$ cat src/common/pwmtrq_pkg.sv
package pwmtrq_pkg;
	// ==============================================================
	// Geometry
	localparam int NCH = 4;
	localparam int CAP_W = 16;
	// ==============================================================
	// Register offsets (byte addresses)
	localparam logic [7:0] ADR_MAIN_CTRL = 8'h00;
	localparam logic [7:0] ADR_CMD_SET = 8'h04;
	localparam logic [7:0] ADR_CHAN_ACT = 8'h0C;
	localparam logic [7:0] ADR_EVENT_CTRL = 8'h20;
	localparam logic [7:0] ADR_IRQ_EN_CLR = 8'h24;
	localparam logic [7:0] ADR_IRQ_EN_SET = 8'h28;
	localparam logic [7:0] ADR_IRQ_FLAG = 8'h2C;
	localparam logic [7:0] ADR_STATUS = 8'h30;
	localparam logic [7:0] ADR_CHAN_VAL0 = 8'h44;
	// ==============================================================
	// Main control fields
	localparam int MC_ONESHOT = 0;
	localparam int MC_WAVE = 1;
	localparam int MC_PRESC = 4;
	localparam int MC_CIRC = 8;
	localparam int MC_CAPEN = 12;
	localparam logic [1:0] WAVE_DUAL_RAMP = 2'h1;
	localparam logic [1:0] WAVE_DUAL_RAMP_ALT = 2'h2;
	localparam logic [1:0] WAVE_DUAL_SLOPE_BOTH = 2'h3;
	localparam logic [2:0] CMD_ONESHOT_DMA = 3'h6;
	// ==============================================================
	// Event control fields
	localparam int EC_ACT0 = 0;
	localparam int EC_ACT1 = 3;
	localparam int EC_WRAP_EO = 8;
	localparam int EC_RETRIG_EO = 9;
	localparam int EC_COUNT_EO = 10;
	localparam int EC_TCEI = 14;
	localparam int EC_MCEI = 16;
	localparam int EC_MCEO = 24;
	// ==============================================================
	// Interrupt flag positions
	localparam int IF_WRAP = 0;
	localparam int IF_RETRIG = 1;
	localparam int IF_COUNT = 2;
	localparam int IF_ERR = 3;
	localparam int IF_DFS = 11;
	localparam int IF_FAULT_A = 12;
	localparam int IF_FAULT_B = 13;
	localparam int IF_NONREC = 14;
	localparam int IF_MATCH = 16;
	localparam logic [31:0] IRQ_IMPL = 32'h000F_780F;
	// ==============================================================
	// Event actions and channel actions
	typedef enum logic [2:0] {
		EV0_OFF = 3'h0, EV0_RETRIG = 3'h1, EV0_COUNT = 3'h2, EV0_START = 3'h3,
		EV0_INC = 3'h4, EV0_ACTIVE = 3'h5, EV0_FAULT = 3'h6, EV0_RSVD = 3'h7
	} pwmtrq_ev0_e;
	typedef enum logic [2:0] {
		EV1_OFF = 3'h0, EV1_RETRIG = 3'h1, EV1_DIR = 3'h2, EV1_STOP = 3'h3,
		EV1_DEC = 3'h4, EV1_PPW = 3'h5, EV1_FAULT = 3'h6, EV1_RSVD = 3'h7
	} pwmtrq_ev1_e;
	localparam logic [1:0] CH_CAPTURE = 2'h0;
	localparam logic [1:0] CH_REC_FAULT = 2'h1;
	localparam logic [1:0] CH_NONREC_FAULT = 2'h2;
	// ==============================================================
	// Carriers
	typedef struct packed {
		logic wrap;
		logic retrig;
		logic count;
		logic cap_err;
		logic dbg_fault;
		logic [1:0] rec_fault;
		logic nonrec_fault;
		logic ramp_a_start;
		logic ramp_b_start;
		logic limit;
	} pwmtrq_cond_s;
	typedef struct packed {
		logic retrigger;
		logic step;
		logic increment;
		logic decrement;
		logic stop;
		logic dir_down;
		logic running;
		logic ppw_capture;
		logic nonrec_fault;
	} pwmtrq_ctr_cmd_s;
endpackage

$ cat src/logic/pwmtrq_top.sv
`timescale 1ns/1ps
// Function
// One-shot DMA off: wrap DMA request on each overflow, underflow or retrigger.
// One-shot DMA on: trigger raised two cycles after the one-shot command write.
// Wrap DMA request cleared by DMA acknowledge in both one-shot settings.
// Compare channel DMA request set on match when one-shot off; ack clears.
// One-shot DMA on: no compare channel DMA requests.
// Capture channel request set on valid data, cleared on value read.
// Dual-ramp circular channel requests DMA at ramp B start.
// Dual-ramp circular: wrap request at ramp A start only after ack in B.
// Dual-slope circular channel requests DMA at down-count start.
// Dual-slope circular: wrap request at up-count start only after ack.
// One sticky interrupt flag per source, set when its condition occurs.
// Enable-set writes of one enable, enable-clear ones disable; zeros ignored.
// Interrupt asserted while flag and enable set, until cleared or disabled.
// All sources combined on one interrupt line; flags tell the cause.
// Wrap, retrigger, count and match events output only when enabled.
// Channel input event captures or raises recoverable or non-recoverable fault.
// Event one: retrigger, direction, stop, decrement, period capture or fault.
// Event zero: retrigger, count, start, increment, count-while-active or fault.
// Start action counts from rising edge until limit; later events ignored.
// Count-while-active steps every prescaled cycle while the event stays high.
// Channel and counter event-input enable bits gate their input actions.
// Every incoming event pulse gets the enabled action individually.
// Writing one clears an interrupt flag; a same-cycle condition wins.
module pwmtrq_top #(
	parameter int NCH = pwmtrq_pkg::NCH,
	parameter int CAP_W = pwmtrq_pkg::CAP_W
) (
	// Clock and reset
	input wire logic clk_i,
	input wire logic rst_i,
	// Wishbone slave
	input wire logic wb_cyc_i,
	input wire logic wb_stb_i,
	input wire logic wb_we_i,
	input wire logic [7:0] wb_adr_i,
	input wire logic [3:0] wb_sel_i,
	input wire logic [31:0] wb_dat_i,
	output logic [31:0] wb_dat_o,
	output logic wb_ack_o,
	// Timer conditions and channels
	input wire pwmtrq_pkg::pwmtrq_cond_s cond_i,
	input wire logic [NCH-1:0] match_i,
	input wire logic [NCH-1:0] cap_valid_i,
	input wire logic [NCH*CAP_W-1:0] cap_data_i,
	// DMA
	output logic dma_wrap_req_o,
	output logic [NCH-1:0] dma_chan_req_o,
	input wire logic dma_wrap_ack_i,
	input wire logic [NCH-1:0] dma_chan_ack_i,
	// Interrupt
	output logic irq_o,
	// Event inputs
	input wire logic ev_zero_i,
	input wire logic ev_one_i,
	input wire logic [NCH-1:0] chan_ev_i,
	// Event outputs
	output logic ev_wrap_o,
	output logic ev_retrig_o,
	output logic ev_count_o,
	output logic [NCH-1:0] ev_match_o,
	// Actions
	output pwmtrq_pkg::pwmtrq_ctr_cmd_s ctr_cmd_o,
	output logic [NCH-1:0] chan_capture_o,
	output logic [NCH-1:0] chan_rec_fault_o
);
	import pwmtrq_pkg::*;

	// ==============================================================
	// Bus slave
	logic ack_q;
	logic [31:0] rdat_q;
	logic [31:0] main_q;
	logic [31:0] evc_q;
	logic [2*NCH-1:0] chact_q;
	logic [31:0] irq_en_q;
	logic [31:0] irq_flag_q;
	logic [CAP_W-1:0] cap_q [NCH];
	logic wrap_req_q;
	logic [NCH-1:0] chan_req_q;
	logic run_q;
	logic dir_q;

	wire req = wb_cyc_i && wb_stb_i;
	// A request is carried out at the edge where ack is sampled high
	wire acc = req && ack_q;
	wire wr = acc && wb_we_i && (wb_sel_i == 4'hF);
	wire rd = acc && !wb_we_i;
	wire wr_main = wr && (wb_adr_i == ADR_MAIN_CTRL);
	wire wr_cmd = wr && (wb_adr_i == ADR_CMD_SET);
	wire wr_chact = wr && (wb_adr_i == ADR_CHAN_ACT);
	wire wr_evc = wr && (wb_adr_i == ADR_EVENT_CTRL);
	wire wr_en_clr = wr && (wb_adr_i == ADR_IRQ_EN_CLR);
	wire wr_en_set = wr && (wb_adr_i == ADR_IRQ_EN_SET);
	wire wr_flag = wr && (wb_adr_i == ADR_IRQ_FLAG);
	wire oneshot_cmd = wr_cmd && (wb_dat_i[2:0] == CMD_ONESHOT_DMA);

	wire oneshot = main_q[MC_ONESHOT];
	wire [1:0] wave = main_q[MC_WAVE +: 2];
	wire [2:0] presc = main_q[MC_PRESC +: 3];
	wire [NCH-1:0] circ = main_q[MC_CIRC +: NCH];
	wire [NCH-1:0] capen = main_q[MC_CAPEN +: NCH];
	wire dual = (wave == WAVE_DUAL_RAMP) || (wave == WAVE_DUAL_RAMP_ALT);
	wire dual_slope_both_edges = (wave == WAVE_DUAL_SLOPE_BOTH);
	wire circ_on = (dual || dual_slope_both_edges) && (|circ);

	logic [31:0] rmux;
	logic [NCH-1:0] cap_read;
	always_comb begin
		rmux = 32'h0000_0000;
		cap_read = '0;
		unique case (wb_adr_i)
			ADR_MAIN_CTRL: rmux = main_q;
			ADR_CHAN_ACT: rmux = {{(32-2*NCH){1'b0}}, chact_q};
			ADR_EVENT_CTRL: rmux = evc_q;
			ADR_IRQ_EN_CLR, ADR_IRQ_EN_SET: rmux = irq_en_q;
			ADR_IRQ_FLAG: rmux = irq_flag_q;
			ADR_STATUS: rmux = {{(32-NCH-3){1'b0}}, chan_req_q, dir_q, run_q, wrap_req_q};
			default: rmux = 32'h0000_0000;
		endcase
		for (int i = 0; i < NCH; i++) begin
			if (wb_adr_i == ADR_CHAN_VAL0 + 8'(4 * i)) begin
				rmux = {{(32-CAP_W){1'b0}}, cap_q[i]};
				cap_read[i] = rd;
			end
		end
	end

	always_ff @(posedge clk_i) begin
		if (rst_i) begin
			ack_q <= 1'b0;
			rdat_q <= 32'h0000_0000;
		end else begin
			ack_q <= req && !ack_q;
			if (req && !ack_q) begin
				rdat_q <= rmux;
			end
		end
	end
	assign wb_ack_o = ack_q;
	assign wb_dat_o = rdat_q;

	always_ff @(posedge clk_i) begin
		if (rst_i) begin
			main_q <= 32'h0000_0000;
			evc_q <= 32'h0000_0000;
			chact_q <= '0;
		end else begin
			if (wr_main) begin
				main_q <= wb_dat_i;
			end
			if (wr_evc) begin
				evc_q <= wb_dat_i;
			end
			if (wr_chact) begin
				chact_q <= wb_dat_i[2*NCH-1:0];
			end
		end
	end

	// ==============================================================
	// Interrupt flags and enables
	logic [31:0] irq_src;
	always_comb begin
		irq_src = 32'h0000_0000;
		irq_src[IF_WRAP] = cond_i.wrap;
		irq_src[IF_RETRIG] = cond_i.retrig;
		irq_src[IF_COUNT] = cond_i.count;
		irq_src[IF_ERR] = cond_i.cap_err;
		irq_src[IF_DFS] = cond_i.dbg_fault;
		irq_src[IF_FAULT_A] = cond_i.rec_fault[0];
		irq_src[IF_FAULT_B] = cond_i.rec_fault[1];
		irq_src[IF_NONREC] = cond_i.nonrec_fault;
		irq_src[IF_MATCH +: NCH] = match_i | cap_valid_i;
	end

	always_ff @(posedge clk_i) begin
		if (rst_i) begin
			irq_en_q <= 32'h0000_0000;
			irq_flag_q <= 32'h0000_0000;
		end else begin
			if (wr_en_set) begin
				irq_en_q <= irq_en_q | (wb_dat_i & IRQ_IMPL);
			end else if (wr_en_clr) begin
				irq_en_q <= irq_en_q & ~wb_dat_i;
			end
			// Set beats a simultaneous write-one clear
			irq_flag_q <= ((irq_flag_q & ~({32{wr_flag}} & wb_dat_i)) | irq_src) & IRQ_IMPL;
		end
	end
	assign irq_o = |(irq_flag_q & irq_en_q);

	// ==============================================================
	// DMA requests
	logic os_pend_q;
	logic os_fire_q;
	logic in_b_q;
	logic b_ack_q;
	wire update = cond_i.wrap || cond_i.retrig;
	logic wrap_set;
	always_comb begin
		if (circ_on) begin
			wrap_set = cond_i.ramp_a_start && b_ack_q;
		end else if (oneshot) begin
			wrap_set = os_fire_q;
		end else begin
			wrap_set = update;
		end
	end

	always_ff @(posedge clk_i) begin
		if (rst_i) begin
			os_pend_q <= 1'b0;
			os_fire_q <= 1'b0;
			in_b_q <= 1'b0;
			b_ack_q <= 1'b0;
			wrap_req_q <= 1'b0;
		end else begin
			os_fire_q <= oneshot_cmd && (os_pend_q || update);
			os_pend_q <= oneshot && !oneshot_cmd && (os_pend_q || update);
			if (cond_i.ramp_b_start) begin
				in_b_q <= 1'b1;
			end else if (cond_i.ramp_a_start) begin
				in_b_q <= 1'b0;
			end
			if (cond_i.ramp_a_start) begin
				b_ack_q <= 1'b0;
			// A circular channel transfer or a wrap ack in ramp B arms it; ramp A start clears it
			end else if (in_b_q && (dma_wrap_ack_i || |(dma_chan_ack_i & circ))) begin
				b_ack_q <= 1'b1;
			end
			wrap_req_q <= wrap_set || (wrap_req_q && !dma_wrap_ack_i);
		end
	end
	assign dma_wrap_req_o = wrap_req_q;

	logic [NCH-1:0] chan_set;
	logic [NCH-1:0] chan_clr;
	for (genvar c = 0; c < NCH; c++) begin : g_chan
		wire [1:0] act = chact_q[2*c +: 2];
		wire ev_en = evc_q[EC_MCEI + c] && chan_ev_i[c];
		always_comb begin
			if (capen[c]) begin
				chan_set[c] = cap_valid_i[c];
				chan_clr[c] = cap_read[c];
			end else if (circ[c] && (dual || dual_slope_both_edges)) begin
				chan_set[c] = cond_i.ramp_b_start;
				chan_clr[c] = dma_chan_ack_i[c];
			end else begin
				chan_set[c] = match_i[c] && !oneshot;
				chan_clr[c] = dma_chan_ack_i[c];
			end
		end
		always_ff @(posedge clk_i) begin
			if (rst_i) begin
				chan_req_q[c] <= 1'b0;
				cap_q[c] <= '0;
				chan_capture_o[c] <= 1'b0;
				chan_rec_fault_o[c] <= 1'b0;
				ev_match_o[c] <= 1'b0;
			end else begin
				chan_req_q[c] <= chan_set[c] || (chan_req_q[c] && !chan_clr[c]);
				if (cap_valid_i[c]) begin
					cap_q[c] <= cap_data_i[c*CAP_W +: CAP_W];
				end
				chan_capture_o[c] <= ev_en && (act == CH_CAPTURE);
				chan_rec_fault_o[c] <= ev_en && (act == CH_REC_FAULT);
				ev_match_o[c] <= evc_q[EC_MCEO + c] && (match_i[c] || cap_valid_i[c]);
			end
		end
	end
	assign dma_chan_req_o = chan_req_q;

	// ==============================================================
	// Event outputs
	always_ff @(posedge clk_i) begin
		if (rst_i) begin
			ev_wrap_o <= 1'b0;
			ev_retrig_o <= 1'b0;
			ev_count_o <= 1'b0;
		end else begin
			ev_wrap_o <= cond_i.wrap && evc_q[EC_WRAP_EO];
			ev_retrig_o <= cond_i.retrig && evc_q[EC_RETRIG_EO];
			ev_count_o <= cond_i.count && evc_q[EC_COUNT_EO];
		end
	end

	// ==============================================================
	// Counter input events
	logic [6:0] div_q;
	logic ev0_q;
	logic presc_en;
	wire [7:0] div_full = 8'h01 << presc;
	assign presc_en = ({1'b0, div_q} == div_full - 8'h01);
	wire [2:0] a0_raw = evc_q[EC_ACT0 +: 3];
	wire [2:0] a1_raw = evc_q[EC_ACT1 +: 3];
	wire pwmtrq_ev0_e act0 = pwmtrq_ev0_e'(a0_raw);
	wire pwmtrq_ev1_e act1 = pwmtrq_ev1_e'(a1_raw);
	wire e0 = ev_zero_i && evc_q[EC_TCEI];
	wire e1 = ev_one_i && evc_q[EC_TCEI + 1];
	wire e0_rise = e0 && !ev0_q;
	logic [NCH-1:0] nonrec_mask;
	always_comb begin
		for (int i = 0; i < NCH; i++) begin
			nonrec_mask[i] = (chact_q[2*i +: 2] == CH_NONREC_FAULT);
		end
	end
	wire ch_nonrec = |(chan_ev_i & evc_q[EC_MCEI +: NCH] & nonrec_mask);

	always_ff @(posedge clk_i) begin
		if (rst_i) begin
			div_q <= 7'h00;
			ev0_q <= 1'b0;
			run_q <= 1'b0;
			dir_q <= 1'b0;
			ctr_cmd_o <= '0;
		end else begin
			div_q <= presc_en ? 7'h00 : div_q + 7'h01;
			ev0_q <= e0;
			// Once started, further events are ignored until the limit
			if (act0 == EV0_START && e0_rise && !run_q) begin
				run_q <= 1'b1;
			end else if (cond_i.limit || act0 != EV0_START) begin
				run_q <= 1'b0;
			end
			if (act1 == EV1_DIR && e1) begin
				dir_q <= ev_one_i;
			end else if (act1 == EV1_DIR) begin
				dir_q <= 1'b0;
			end
			ctr_cmd_o.retrigger <= (act0 == EV0_RETRIG && e0) || (act1 == EV1_RETRIG && e1);
			ctr_cmd_o.step <= (act0 == EV0_COUNT && e0)
				|| (act0 == EV0_ACTIVE && e0 && presc_en)
				|| (run_q && presc_en);
			ctr_cmd_o.increment <= act0 == EV0_INC && e0;
			ctr_cmd_o.decrement <= act1 == EV1_DEC && e1;
			ctr_cmd_o.stop <= act1 == EV1_STOP && e1;
			ctr_cmd_o.ppw_capture <= act1 == EV1_PPW && e1;
			ctr_cmd_o.nonrec_fault <= (act0 == EV0_FAULT && e0)
				|| (act1 == EV1_FAULT && e1) || ch_nonrec;
			ctr_cmd_o.dir_down <= dir_q;
			ctr_cmd_o.running <= run_q;
		end
	end
endmodule

$ cat config.mk
export PLATFORM = sky130hd
export DESIGN_NAME = pwmtrq_top
export DESIGN_NICKNAME = d
export VERILOG_FILES = /design/src/common/pwmtrq_pkg.sv /design/src/logic/pwmtrq_top.sv
export SDC_FILE = /design/constraint.sdc
export NUM_CORES = 1
export LEC_CHECK = 0
export ABC_CLOCK_PERIOD_IN_PS = 1630
export CAP_MARGIN = 25
export CORE_UTILIZATION = 50
export CTS_CLUSTER_DIAMETER = 80
export CTS_CLUSTER_SIZE = 24
export DETAILED_ROUTE_END_ITERATION = 10
export DONT_BUFFER_PORTS = 1
export GPL_TIMING_DRIVEN = 1
export PLACE_DENSITY_LB_ADDON = 0.3
export SYNTH_ARGS = -nofsm -noshare
export SYNTH_HDL_FRONTEND = slang
export SYNTH_SLANG_ARGS = --single-unit
export TNS_END_PERCENT = 30
$ cat constraint.sdc
create_clock -name clk_i -period 1.63 [get_ports clk_i]
set_input_delay 0 -clock clk_i [delete_from_list [all_inputs] [get_ports clk_i]]
set_output_delay 0 -clock clk_i [all_outputs]
set_load 0.1 [all_outputs]
==> run summary <==
Outcome -> complete, but fails checks
Failing checks -> negative hold slack, negative setup slack
Async SR Flop Fraction -> 0%
Hold depth -> 2
Clock power frac -> 34.7%
Total grt overflow -> 0
First-pass GRT wire length -> 54.9 mm
Post-Syn Nets -> 1364
Seq cells post-synth -> 256
Relative slew slack -> 39.0%
P_int -> 8.90 mW
Leading area contributor after synthesis -> dfxtp_1
Unrepaired setup endpoints after global routing -> true
Routed len/inst -> 21.5 µm
DRC viols -> 0
Slack of the critical path -> -0.0206 ns
Dpl hpwl -> 24.7 mm
Final Cycle Share -> 101%
Port Buffers -> 0
DR vias -> 10200
Crit. End Element -> primary output
Worst-case reg-to-reg path depth -> 4
Synth cell count leaders -> nand2_1, dfxtp_1, a21oi_1
Endpoints failing setup -> 1
Leakage -> 5.28 nW
Total clock sinks -> 256
Synth Cell Area -> 11200 µm²
Core Region -> 21900 µm²
Later-pin clock latency in the skew report -> 0.50 ns
Final nets -> 1557
Dominant cell by count in the synthesized netlist -> nand2_1
Routability cong. -> 0.928
Post-synth EDFFs -> 64
Highest clock rate -> 0.606 GHz
Hold WC Path Type -> in -> reg
FF+latch area -> 5790 µm²
Critical path arrival -> 1.65 ns
Power Density -> 831 nW/µm²
Max Slew Vio Count -> 0
Worst EP required -> 1.63 ns
Total chip power -> 11.7 mW
Cell count after synthesis -> 1220
Mean Syn Cell Area -> 9.18 µm²
Area growth from synthesis to layout -> 26.0%
Clock skew -> 0.0281 ns
Max H-tree Level -> 1
Die height -> 152 µm
Setup TNS Final -> -0.0206 ns
DR vias/cell -> 6.04
Vias in the first global route -> 9584
Routed WL -> 36.4 mm
Die area -> 23000 µm²
CTS root buf -> clkbuf_16
Largest net degree at the start of global routing -> 143
Hold_ws -> -0.392 ns
Initial antenna violation count -> 0
Net load switching power -> 2.83 mW
TritonCTS clock tree -> done
Comb power frac -> 7.5%
# rows -> 54
Worst IR Drop VDD -> 0.880 mV
Main area contributors after synthesis -> dfxtp_1, edfxtp_1, nand2_1
Final Util -> 64.4%
Synth top area share -> 34.3%
Gr usage total -> 31.5%
Synth Warn # -> 0
Post-synthesis sequential area ratio -> 51.5%
I/O pin count -> 206
Seq pwr share -> 57.8%
Actual slew at the worst max-slew pin -> 0.912 ns
Dominant synthesized flop cell -> dfxtp_1
Fraction of layout cells with a size suffix above 1 -> 13.8%
Worst-path clk slew -> 0.10 ns
Filler Cells Inserted -> 1786
Synth unique cells -> 75
Sw Share -> 24.1%
Crit path launch type -> flip-flop
CP Max Fanout -> 2
Initial Util -> 51.2%
Multi-input logic area -> 5070 µm²
Initial drt markers -> 911
Diodes inserted -> 0
Clock buffer depth -> 3
Cts bufs inserted -> 15
ANT nets after route -> 0
Final-report hold violation count -> 118
Chip width -> 152 µm
Crit Path Class -> reg -> out
Min cycle time layout -> 1.65 ns
Router iterations before antenna repair -> 7
Maxcap violations -> 0
[power by group through the flow]
stage	Clock, mW	Sequential [mW]	Combinational (mW)
4_1_cts	4.09	6.78	0.851
3_5_place_dp	0	6.92	0.577
5_1_grt	4.33	6.79	0.934
3_3_place_gp	0	6.92	0.566
6_report	4.07	6.78	0.881
2_1_floorplan	0	6.98	0.394
[state kept, by name, indices dropped and copies added (netlist names), 4 cells and up, named ones only]
signal and cells:
chan_rec_fault_o 4, dma_chan_req_o 4, div_q 7, irq_en_q 20, ctr_cmd_o 9, wb_dat_o 32
evc_q 32, chact_q 8, cap_q 64, main_q 32, irq_flag_q 12, ev_match_o 4
chan_capture_o 4
[final timing paths]
path / from / endpoint / slack, ns
max: irq_flag_q[19]$_SDFF_PP0_ / irq_o / -0.02
min: cond_i[4] / irq_flag_q[12]$_SDFF_PP0_ / -0.39
max reg2reg: run_q$_SDFFE_PP0P_ / ctr_cmd_o[7]$_SDFF_PP0_ / 0.01
min reg2reg: irq_en_q[20]$_SDFFE_PP0P_ / irq_en_q[20]$_SDFFE_PP0P_ / 0.43
[layout make-up]
cell class | instances | area share (%)
inverter | 22 | 0.585
multi-input combinational | 861 | 35.9
tap | 280 | 2.48
timing repair buffer | 257 | 16.7
sequential | 256 | 41.0
clock inverter | 4 | 0.319
clock buffer | 18 | 2.89
[metal layers]
layer,wire [µm],vias up,GRT usage [%]
met5,0,-,0
met4,1570,0,13.3
met3,3000,73,5.42
met2,17300,490,51.6
met1,14600,4937,40.8
li1,-,4748,-
[repair_timing]
| action | in CTS | in global routing |
|---|---|---|
| pin swaps | 1 | 2 |
| setup buffers | 2 | 1 |
| setup endpoints to repair | 1 | 37 |
| hold endpoints to repair | 244 | 119 |
| hold buffers | 134 | 3 |
| gates resized for setup | 10 | 22 |
[through the flow]
stage	setup slack, ns	cell area (µm²)	hold WS [ns]	std cells
6_report	-0.0206	14100	-0.392	1698
5_1_grt	-0.0574	14100	-0.410	1698
4_1_cts	-0.0274	14000	-0.440	1694
3_5_place_dp	0.0553	12200	0.0831	1536
3_3_place_gp	0.104	12200	0.0775	1536
2_1_floorplan	-0.0539	11200	0.0768	1220
[kinds of logic after synthesis]
family	after synthesis	share of synthesized area, %
compound gates	318	19.0
xor+xnor	6	0.469
fa+ha+maj	1	0.112
buf+inv	103	3.98
flops	256	51.5
mux	25	2.27
simple gates	511	22.7
[worst max-delay path, stage by stage, from the launching register on]
cell and delay (ns):
dfxtp_2 0.33, a22o_1 0.24, a221oi_2 0.21, nand3_2 0.15, buf_12 0.20
[cell usage in the layout, fill, tap and decap left out, types with 7 or more instances in the layout]
cell type and count:
nand2_1 214, dfxtp_1 178, dlygate4sd3_1 136, a21oi_1 126, buf_4 113, nor2_1 79, and2_1 68, edfxtp_1 64
o21ai_0 43, a22o_1 26, nand3_1 25, mux2i_1 22, inv_1 21, a22oi_1 17, nor2b_1 16, nor3_1 16
clkbuf_16 16, a32o_1 13, a222oi_1 13, nand2b_1 11, dfxtp_2 11, o22ai_1 10, or2_2 9, nor3b_1 9
nor4_1 9, a221o_1 8, o32ai_1 7, a221oi_1 7, a31oi_1 7, buf_12 7
Note: power is estimated with default switching activity, not from simulation.
